**src/hdl/io_iso_pkg.sv**
```systemverilog
`default_nettype none
package io_iso_pkg;

  localparam int ADDR_W = 8;
  localparam int DATA_W = 32;
  localparam int STRB_W = 4;
  localparam int REG_W = 16;

  localparam logic [ADDR_W-1:0] BUS_ISO_OFFSET = 8'h00;
  localparam logic [ADDR_W-1:0] PORT_ISO_OFFSET = 8'h04;
  localparam logic [ADDR_W-1:0] PIN_LEVEL_LO_OFFSET = 8'h08;
  localparam logic [ADDR_W-1:0] PIN_LEVEL_HI_OFFSET = 8'h0c;

  localparam logic [REG_W-1:0] BUS_ISO_RESET = 16'h0000;
  localparam logic [REG_W-1:0] PORT_ISO_RESET = 16'h0000;
  localparam logic [REG_W-1:0] BUS_ISO_IMPL = 16'h007f;
  localparam logic [REG_W-1:0] PORT_ISO_IMPL = 16'h0fff;

  localparam int ISO_UPPER_DATA_BIT = 6;
  localparam int ISO_UPPER_ADDR_BIT = 5;
  localparam int ISO_ADDR_LSB_BIT = 4;
  localparam int ISO_BUS_REQUEST_BIT = 3;
  localparam int ISO_BUS_ACK_BIT = 2;
  localparam int ISO_COL_STROBE_BIT = 1;
  localparam int ISO_ROW_STROBE_BIT = 0;
  localparam int ISO_PORTF_LSB = 8;
  localparam int ISO_PORTC_LSB = 0;

  localparam logic [1:0] RESP_OKAY = 2'h0;
  localparam logic [1:0] RESP_SLVERR = 2'h2;

  typedef struct packed {
    logic [15:0] upper_data;
    logic [6:0] upper_addr;
    logic addr_lsb;
    logic bus_request_pin;
    logic bus_ack;
    logic col_strobe;
    logic row_strobe;
    logic [3:0] port_f;
    logic [7:0] port_c;
  } pins_t;

  localparam int PIN_W = $bits(pins_t);

  typedef struct packed {
    logic [ADDR_W-1:0] addr;
    logic [2:0] prot;
  } axi_addr_t;

  typedef struct packed {
    logic [DATA_W-1:0] data;
    logic [STRB_W-1:0] strb;
  } axi_wdata_t;

  typedef struct packed {
    logic [DATA_W-1:0] data;
    logic [1:0] resp;
  } axi_rdata_t;

endpackage : io_iso_pkg
`default_nettype wire

```
**src/hdl/io_iso_ctrl.sv**
```systemverilog
// Notes on behaviour
// - Two 16-bit read/write registers, each assigned bit isolates one pin or group.
// - Unassigned bits always read zero and ignore writes.
// - A zero bit leaves its pins in normal buffer operation.
// - A one bit disables the input path and floats the output.
// - Bus register bit 6 isolates data pins 31 down to 16.
// - Bus register bit 5 isolates address pins 25 down to 19.
// - Bus register bit 4 isolates address pin 0.
// - Bus register bit 3 isolates the bus request pin.
// - Bus register bit 2 isolates the bus acknowledge pin.
// - Bus register bit 1 isolates the column strobe pin.
// - Bus register bit 0 isolates the row strobe; bits 15..7 unassigned.
// - Port register bits 11..8 isolate port F pins 3..0; 15..12 unused.
// - Port register bits 7..0 isolate port C pins 7..0 one to one.
//
// The register addresses and the AXI4-Lite register port are this design's own decisions.
`default_nettype none
module io_iso_ctrl (
  input wire logic i_sys_clk,
  input wire logic i_resetn,
  input wire logic i_awvalid,
  output logic o_awready,
  input wire io_iso_pkg::axi_addr_t i_aw,
  input wire logic i_wvalid,
  output logic o_wready,
  input wire io_iso_pkg::axi_wdata_t i_w,
  output logic o_bvalid,
  input wire logic i_bready,
  output logic [1:0] o_bresp,
  input wire logic i_arvalid,
  output logic o_arready,
  input wire io_iso_pkg::axi_addr_t i_ar,
  output logic o_rvalid,
  input wire logic i_rready,
  output io_iso_pkg::axi_rdata_t o_r,
  input wire io_iso_pkg::pins_t i_func_out,
  input wire io_iso_pkg::pins_t i_func_oe,
  output io_iso_pkg::pins_t o_func_in,
  input wire io_iso_pkg::pins_t i_pad_in,
  output io_iso_pkg::pins_t o_pad_out,
  output io_iso_pkg::pins_t o_pad_oe
);
  import io_iso_pkg::*;

  //////////////////////////////////////////////////////////////////////////
  // Helpers.

  // Byte strobes merge into the old value, then unassigned bits are dropped.
  function automatic logic [REG_W-1:0] merge_write(
    input logic [REG_W-1:0] old_val,
    input logic [DATA_W-1:0] data,
    input logic [STRB_W-1:0] strb,
    input logic [REG_W-1:0] impl
  );
    logic [REG_W-1:0] v;
    v = old_val;
    if (strb[0]) begin
      v[7:0] = data[7:0];
    end
    if (strb[1]) begin
      v[15:8] = data[15:8];
    end
    return v & impl;
  endfunction : merge_write

  function automatic logic addr_known(input logic [ADDR_W-1:0] a);
    return (a == BUS_ISO_OFFSET) || (a == PORT_ISO_OFFSET) ||
           (a == PIN_LEVEL_LO_OFFSET) || (a == PIN_LEVEL_HI_OFFSET);
  endfunction : addr_known

  function automatic logic addr_writable(input logic [ADDR_W-1:0] a);
    return (a == BUS_ISO_OFFSET) || (a == PORT_ISO_OFFSET);
  endfunction : addr_writable

  //////////////////////////////////////////////////////////////////////////
  // Register state.

  logic [REG_W-1:0] bus_iso_q;
  logic [REG_W-1:0] port_iso_q;
  pins_t iso_map;
  pins_t pad_sync;
  pins_t func_in;

  //////////////////////////////////////////////////////////////////////////
  // Write channel.

  logic aw_held_q;
  logic [ADDR_W-1:0] aw_addr_q;
  logic w_held_q;
  axi_wdata_t w_q;
  logic bvalid_q;
  logic [1:0] bresp_q;
  logic wr_commit;

  // Address and data are latched in either order; the response
  // blocks both until it has been taken.
  assign o_awready = !aw_held_q && !bvalid_q;
  assign o_wready = !w_held_q && !bvalid_q;
  assign wr_commit = aw_held_q && w_held_q && !bvalid_q;

  always_ff @(posedge i_sys_clk) begin
    if (!i_resetn) begin
      aw_held_q <= 1'b0;
      aw_addr_q <= '0;
    end else if (i_awvalid && o_awready) begin
      aw_held_q <= 1'b1;
      aw_addr_q <= i_aw.addr;
    end else if (wr_commit) begin
      aw_held_q <= 1'b0;
    end
  end

  always_ff @(posedge i_sys_clk) begin
    if (!i_resetn) begin
      w_held_q <= 1'b0;
      w_q <= '0;
    end else if (i_wvalid && o_wready) begin
      w_held_q <= 1'b1;
      w_q <= i_w;
    end else if (wr_commit) begin
      w_held_q <= 1'b0;
    end
  end

  always_ff @(posedge i_sys_clk) begin
    if (!i_resetn) begin
      bvalid_q <= 1'b0;
      bresp_q <= RESP_OKAY;
    end else if (wr_commit) begin
      bvalid_q <= 1'b1;
      bresp_q <= addr_writable(aw_addr_q) ? RESP_OKAY : RESP_SLVERR;
    end else if (i_bready) begin
      bvalid_q <= 1'b0;
    end
  end

  assign o_bvalid = bvalid_q;
  assign o_bresp = bresp_q;

  //////////////////////////////////////////////////////////////////////////
  // Isolation registers.

  // Both start cleared so every pin boots in normal operation.
  always_ff @(posedge i_sys_clk) begin
    if (!i_resetn) begin
      bus_iso_q <= BUS_ISO_RESET;
    end else if (wr_commit && aw_addr_q == BUS_ISO_OFFSET) begin
      bus_iso_q <= merge_write(bus_iso_q, w_q.data, w_q.strb,
                               BUS_ISO_IMPL);
    end
  end

  always_ff @(posedge i_sys_clk) begin
    if (!i_resetn) begin
      port_iso_q <= PORT_ISO_RESET;
    end else if (wr_commit && aw_addr_q == PORT_ISO_OFFSET) begin
      port_iso_q <= merge_write(port_iso_q, w_q.data, w_q.strb,
                                PORT_ISO_IMPL);
    end
  end

  // Software is expected to write zeros into unused positions; the mask
  // above keeps a careless write harmless anyway.

  //////////////////////////////////////////////////////////////////////////
  // Expansion of register bits onto pin groups.

  always_comb begin
    iso_map = '0;
    iso_map.upper_data = {16{bus_iso_q[ISO_UPPER_DATA_BIT]}};
    iso_map.upper_addr = {7{bus_iso_q[ISO_UPPER_ADDR_BIT]}};
    iso_map.addr_lsb = bus_iso_q[ISO_ADDR_LSB_BIT];
    iso_map.bus_request_pin = bus_iso_q[ISO_BUS_REQUEST_BIT];
    iso_map.bus_ack = bus_iso_q[ISO_BUS_ACK_BIT];
    iso_map.col_strobe = bus_iso_q[ISO_COL_STROBE_BIT];
    iso_map.row_strobe = bus_iso_q[ISO_ROW_STROBE_BIT];
    iso_map.port_f = port_iso_q[ISO_PORTF_LSB +: 4];
    iso_map.port_c = port_iso_q[ISO_PORTC_LSB +: 8];
  end

  //////////////////////////////////////////////////////////////////////////
  // Pad side.

  // Pads are asynchronous to the bus clock, so their levels pass two
  // flops; functions that sample pads see two extra cycles of latency.
  pin_sync2 #(
    .WIDTH(PIN_W)
  ) u_pad_sync (
    .i_sys_clk(i_sys_clk),
    .i_resetn(i_resetn),
    .i_async(i_pad_in),
    .o_sync(pad_sync)
  );

  // Gating is combinational from the register, so a committed write acts
  // on the pads in the very next cycle.
  pin_iso_gate #(
    .WIDTH(PIN_W)
  ) u_gate (
    .i_iso(iso_map),
    .i_func_out(i_func_out),
    .i_func_oe(i_func_oe),
    .i_pad_in(pad_sync),
    .o_pad_out(o_pad_out),
    .o_pad_oe(o_pad_oe),
    .o_func_in(func_in)
  );

  assign o_func_in = func_in;

  //////////////////////////////////////////////////////////////////////////
  // Read channel.

  logic rvalid_q;
  axi_rdata_t r_q;
  logic [DATA_W-1:0] rd_data;

  assign o_arready = !rvalid_q;

  // The level words show what the functions actually receive, so an
  // isolated pin reads as zero here as well.
  always_comb begin
    rd_data = '0;
    case (i_ar.addr)
      BUS_ISO_OFFSET: rd_data[REG_W-1:0] = bus_iso_q & BUS_ISO_IMPL;
      PORT_ISO_OFFSET: rd_data[REG_W-1:0] = port_iso_q & PORT_ISO_IMPL;
      PIN_LEVEL_LO_OFFSET: rd_data = func_in[DATA_W-1:0];
      PIN_LEVEL_HI_OFFSET: rd_data[PIN_W-DATA_W-1:0] =
        func_in[PIN_W-1:DATA_W];
      default: rd_data = '0;
    endcase
  end

  always_ff @(posedge i_sys_clk) begin
    if (!i_resetn) begin
      rvalid_q <= 1'b0;
      r_q <= '0;
    end else if (i_arvalid && o_arready) begin
      rvalid_q <= 1'b1;
      r_q.data <= rd_data;
      r_q.resp <= addr_known(i_ar.addr) ? RESP_OKAY : RESP_SLVERR;
    end else if (i_rready) begin
      rvalid_q <= 1'b0;
    end
  end

  assign o_rvalid = rvalid_q;
  assign o_r = r_q;

endmodule : io_iso_ctrl
`default_nettype wire

```
**src/hdl/pin_sync2.sv**
```systemverilog
`default_nettype none
module pin_sync2 #(
  parameter int WIDTH = 1
) (
  input wire logic i_sys_clk,
  input wire logic i_resetn,
  input wire logic [WIDTH-1:0] i_async,
  output logic [WIDTH-1:0] o_sync
);

  logic [WIDTH-1:0] meta_q;
  logic [WIDTH-1:0] sync_q;

  // The first stage feeds only the second stage.
  always_ff @(posedge i_sys_clk) begin
    if (!i_resetn) begin
      meta_q <= '0;
      sync_q <= '0;
    end else begin
      meta_q <= i_async;
      sync_q <= meta_q;
    end
  end

  assign o_sync = sync_q;

endmodule : pin_sync2
`default_nettype wire

```
**src/hdl/pin_iso_gate.sv**
```systemverilog
`default_nettype none
module pin_iso_gate #(
  parameter int WIDTH = 1
) (
  input wire logic [WIDTH-1:0] i_iso,
  input wire logic [WIDTH-1:0] i_func_out,
  input wire logic [WIDTH-1:0] i_func_oe,
  input wire logic [WIDTH-1:0] i_pad_in,
  output logic [WIDTH-1:0] o_pad_out,
  output logic [WIDTH-1:0] o_pad_oe,
  output logic [WIDTH-1:0] o_func_in
);

  // A clear bit passes function and pad unchanged.
  // A set bit kills the driver and the input path together.
  assign o_pad_oe = i_func_oe & ~i_iso;
  // The data line is parked low so an isolated pad shows no toggling.
  assign o_pad_out = i_func_out & ~i_iso;
  assign o_func_in = i_pad_in & ~i_iso;

endmodule : pin_iso_gate
`default_nettype wire

```
**config.mk**
```make
export PLATFORM = sky130hd
export DESIGN_NAME = io_iso_ctrl
export DESIGN_NICKNAME = d
export VERILOG_FILES = /design/src/hdl/io_iso_pkg.sv /design/src/hdl/io_iso_ctrl.sv /design/src/hdl/pin_sync2.sv /design/src/hdl/pin_iso_gate.sv
export SDC_FILE = /design/constraint.sdc
export NUM_CORES = 1
export LEC_CHECK = 0
export ABC_AREA = 1
export BUFFER_PORTS_ARGS = -buffer_cell sky130_fd_sc_hd__buf_2
export CAP_MARGIN = 20
export CELL_PAD_IN_SITES_DETAIL_PLACEMENT = 1
export CELL_PAD_IN_SITES_GLOBAL_PLACEMENT = 2
export CORE_ASPECT_RATIO = 0.8
export CORE_MARGIN = 4
export CORE_UTILIZATION = 24
export DETAILED_ROUTE_END_ITERATION = 8
export GPL_ROUTABILITY_DRIVEN = 0
export PLACE_DENSITY_LB_ADDON = 0.2
export SETUP_SLACK_MARGIN = 0.1
export SLEW_MARGIN = 20
export SYNTH_ARGS = -nofsm -noshare
export SYNTH_HDL_FRONTEND = slang
export SYNTH_SLANG_ARGS = --single-unit
```
**constraint.sdc**
```tcl
create_clock -name i_sys_clk -period 1.8 [get_ports i_sys_clk]
set_input_delay 0.09 -clock i_sys_clk [delete_from_list [all_inputs] [get_ports i_sys_clk]]
set_output_delay 0.09 -clock i_sys_clk [all_outputs]
set_load 0.02 [all_outputs]
```
# == Word-level counts from Yosys, hierarchy flattened ==
# Cells that the tools add are included.
# word_totals
ff_bits,161
latch_bits,0
ram_bits,0
romBits,0
inputBits,185
wordCells,61
memories,0
# op_classes
add_sub_neg,0
mul,0
div,0
n_lt_le_gt_ge,0
eq_ne,4
shift,0
n_mux,12
bitwise_logic,4
reduce_logical,26
# op_table
operator,n
40-bit AND,3
40-bit inverter,1
8-bit one-hot mux with 4 select lines,1
8-bit by 3-bit == test with 1-bit output (second input constant),2
8-bit by 4-bit == test with 1-bit output (second input constant),2
8-bit zero test,2
16-bit two-way mux,1
8-bit one-hot mux with 2 select lines,1
1-bit logical AND,9
2-bit nonzero test,4
1-bit two-way mux,7
2-bit AND reduction,3
1-bit zero test,4
1-bit logical OR,4
2-bit two-way mux,2

# == Logic depth before layout (Yosys ltp) ==
# depth
ltp_word,5
mapped_depth,9
depth_no_buf,8

# == Modules after synthesis ==
# A second synthesis with hierarchy kept.
# hier_totals
cells_unflattened,969
hier_area_um2,6561.3
# by_module_without_submodules
mod,instances,cells_each,area_each_um2,seq_area_each_um2
io_iso_ctrl,1,480,3357.0,1581.5
pin_sync2,1,249,2303.5,1601.5
pin_iso_gate,1,240,900.9,0.0

# == Worst setup path before layout ==
# No wires, ideal clock.
# synth_path
path_type,register -> register
startpoint,register bvalid_q (netlist: o_bvalid)
endpoint,register w_q[10] (netlist bit)
t_arrival_ps,1383
t_required_ps,1684
setup_slack_ps,301
path_stages_with_launch,6
path_buffers,1
path_cell_list,dfxtp_1 > nor2_1 > nand2_1 > buf_2 > o21ai_0 > nor2_1
# synth_via
elab_chain_len,3
# synth_lines
element,line,text
"start, declared",io_iso_ctrl.sv:91,logic bvalid_q;
"start signal, assigned",io_iso_ctrl.sv:127,bvalid_q <= 1'b0;
"start signal, assigned",io_iso_ctrl.sv:130,bvalid_q <= 1'b1;
"start signal, assigned",io_iso_ctrl.sv:133,bvalid_q <= 1'b0;
1-bit zero test,io_iso_ctrl.sv:98,assign o_wready = !w_held_q && !bvalid_q;
1-bit logical AND,io_iso_ctrl.sv:98,
named net o_wready,io_iso_ctrl.sv:25,"output logic o_wready,"
1-bit logical AND,io_iso_ctrl.sv:117,end else if (i_wvalid && o_wready) begin
"end signal, assigned",io_iso_ctrl.sv:119,w_q <= i_w;
"end, declared",io_iso_ctrl.sv:90,axi_wdata_t w_q;
# The timed path passes the listed nets, and every way through them passes these cells.
# A chain may end at the register's enable or synchronous reset.

==> flow_summary_export.csv <==
group,metric,value,unit
cts,htreeDepth,4,
sta,finalHoldViolCount,0,
sta,rsz0062_at_grt,"false",
cells_and_area,utilization,36.55,%
logic_synthesis,postSynthAreaPerCell,6.707,sq um
placed_design,hpwl,17.42,mm
placed_design,io_buffers,315,
drt,vias_per_cell,3.941,
critical_path,cp-end-kind,"primary output",
power,p_total,0.008396,W
grt,antenna_found_initial,2,
cells_and_area,mostFrequentLayoutCell,"buf_2",
sta,setup_viol,0,
drt,drtAntennaViolNets,0,
drt,drcViolationCount,0,
cts,cts_buffers,17,
logic_synthesis,synth_top_family_by_area,"simple AND/OR/NAND/NOR gates",
logic_synthesis,yosysTopAreaCell,"dfxtp_1",
drt,drt_pre_antenna_iters,4,
logic_synthesis,synth_compound_area_share,8.008,%
power,power-per-cell-area,864.0,nW/um^2
sta,fin_crit,1.581,ns
floorplan,io_pins,346,
floorplan,core,26590,sq um
logic_synthesis,syn_inst,976,
cts,clock-sinks,159,
floorplan,die_y,155.7,um
sta,fmax,0.6326,GHz
critical_path,cp.required,1.71,ns
sta,setup_tns,0,ns
critical_path,cp.arrival,1.49,ns
logic_synthesis,synthXorXnorAreaFrac,0,%
power,peakVddDrop,574.5,uV
outcome,run_status,"finished clean",
cells_and_area,fin_area,9718,sq um
critical_path,crit_type,"flip-flop to primary output",
floorplan,die_x,192.7,um
logic_synthesis,ys_seq_area_share,48.62,%
sta,slew_headroom,62.23,%
grt,overflow,0,
job,max_cap_viol_count,0,
placed_design,dp_slack,0.2951,ns
cts,path_clk_slew,0.06,ns
sta,setup_ws,0.2192,ns
floorplan,die_area,30000,sq um
drt,finalWirelength,23.53,mm
logic_synthesis,synthMuxAreaShare,0,%
cts,postCtsSetupRepairBufs,0,
logic_synthesis,synthAdderAreaFrac,0,%
cts,clock_latency,0.42,ns
logic_synthesis,yosysWarnings,0,
sta,finalMaxSlewViolations,0,
floorplan,initial_core_util,24.62,%
floorplan,placementRows,53,
grt,grt_pass1_vias,6799,
logic_synthesis,synth_top_area_share,48.62,%
drt,dr_total_vias,6762,
logic_synthesis,synth_area_leaders,"dfxtp_1 49%, inv_1 14%, nor2_1 12%",
logic_synthesis,synth-seq-cells,159,
cts,cts_buffer_depth,2,
grt,gr-usage-all-layers,15.28,%
min_path,hold_class,"input pin to flip-flop",
cells_and_area,layout_common_cells,"314 x buf_2, 238 x inv_1, 202 x nor2_1",
cts,cts_tree,"yes",
sta,fin_skew,0.008254,ns
cells_and_area,syn_to_final_growth,48.45,%
logic_synthesis,syn_area,6546,sq um
critical_path,cp_max_fo,22,
power,p_leak,5.715,nW
cts,cts_root_buffer,"clkbuf_16",
cells_and_area,fin_nets,1531,
placed_design,dpl_cell_area,8489,sq um
logic_synthesis,synth-simple-area-share,26.19,%
grt,grt_pass1_wl,35.96,mm
drt,drt_iter0_markers,180,
logic_synthesis,synth.distinct_cells,24,
sta,post-route-period-util,87.82,%
critical_path,start_kind,"flip-flop",
grt,grt_max_degree,67,
cells_and_area,drive_above_1_share,27.63,%
sta,tightestPinTransition,0.5652,ns
drt,wl_per_cell,13.71,um
[Yosys cell counts, drive strengths merged]
master	number
clkbuf	20
a21oi	42
nor3	2
nand3	24
buf	21
o21a	1
dfxtp	159
inv	244
a31oi	1
conb	1
nor2	208
o21ai	60
nand2	191
nand4	2
[cell families (layout without fill, tap and decap cells)]
group | after synthesis | count (layout)
simple gates | 427 | 427
other cells | 1 | 4
flops | 159 | 159
buf+inv | 285 | 665
compound gates | 104 | 104
[what timing repair did]
action,4_1_cts,5_1_grt
hold buffers,67,0
gates resized for setup,1,1
endpoints found under the setup margin,30,1
hold endpoints to repair,65,0
[cell type report]
class | count | area [sq um]
Antenna cell | 2 | 5.005
Clock buffer | 20 | 456.7
Clock inverter | 10 | 91.34
Fill cell | 3422 | 16870
Inverter | 244 | 915.9
Multi-Input combinational cell | 533 | 2248
Sequential cell | 159 | 3187
Tap cell | 357 | 446.7
Timing Repair Buffer | 391 | 2367
[through the flow]
step,hold WS (ns),instances
finish,0.1720,1716
global placement,0.2730,1617
detailed placement,0.2762,1617
global route,0.1822,1715
floorplan,0.1876,977
CTS,0.1505,1714
[path summary, 6_finish.rpt]
check                            start  slack (ns)              endpoint  depth (start not counted)
hold / removal               i_arvalid        0.17                o_r[9]                          5
setup / recovery          bus_iso_q[6]        0.22          o_pad_oe[33]                          3
setup reg to reg              o_bvalid        0.27          aw_addr_q[7]                          4
hold reg to reg   u_pad_sync.meta_q[3]        0.41  u_pad_sync.o_sync[3]                          2
[power by group]
group,internal (W),switching (W)
clock,0.00196,0.00145
sequential,0.00370,0.0000725
combinational,0.000490,0.000730
total,0.00614,0.00226
[layer usage]
layer	vias to the layer above	track usage, %	wire (um)
met4	0	3.191	195
li1	3541	-	-
met2	144	26.60	11480
met3	15	4.743	1538
met1	3062	18.65	10320
met5	-	0	0
[sequential cells by signal, indices dropped and copies added, names as in the netlist, 7 cells and up]
register,cells
o_r,33
u_pad_sync.o_sync,40
w_q,14
port_iso_q,12
aw_addr_q,8
u_pad_sync.meta_q,40
bus_iso_q,7
[critical path, cell delays in order, from the launching register on]
cell and delay, ns:
dfxtp_4 0.52, buf_4 0.31, nor2_1 0.08, buf_2 0.16
(Power assumes the default switching activity.)
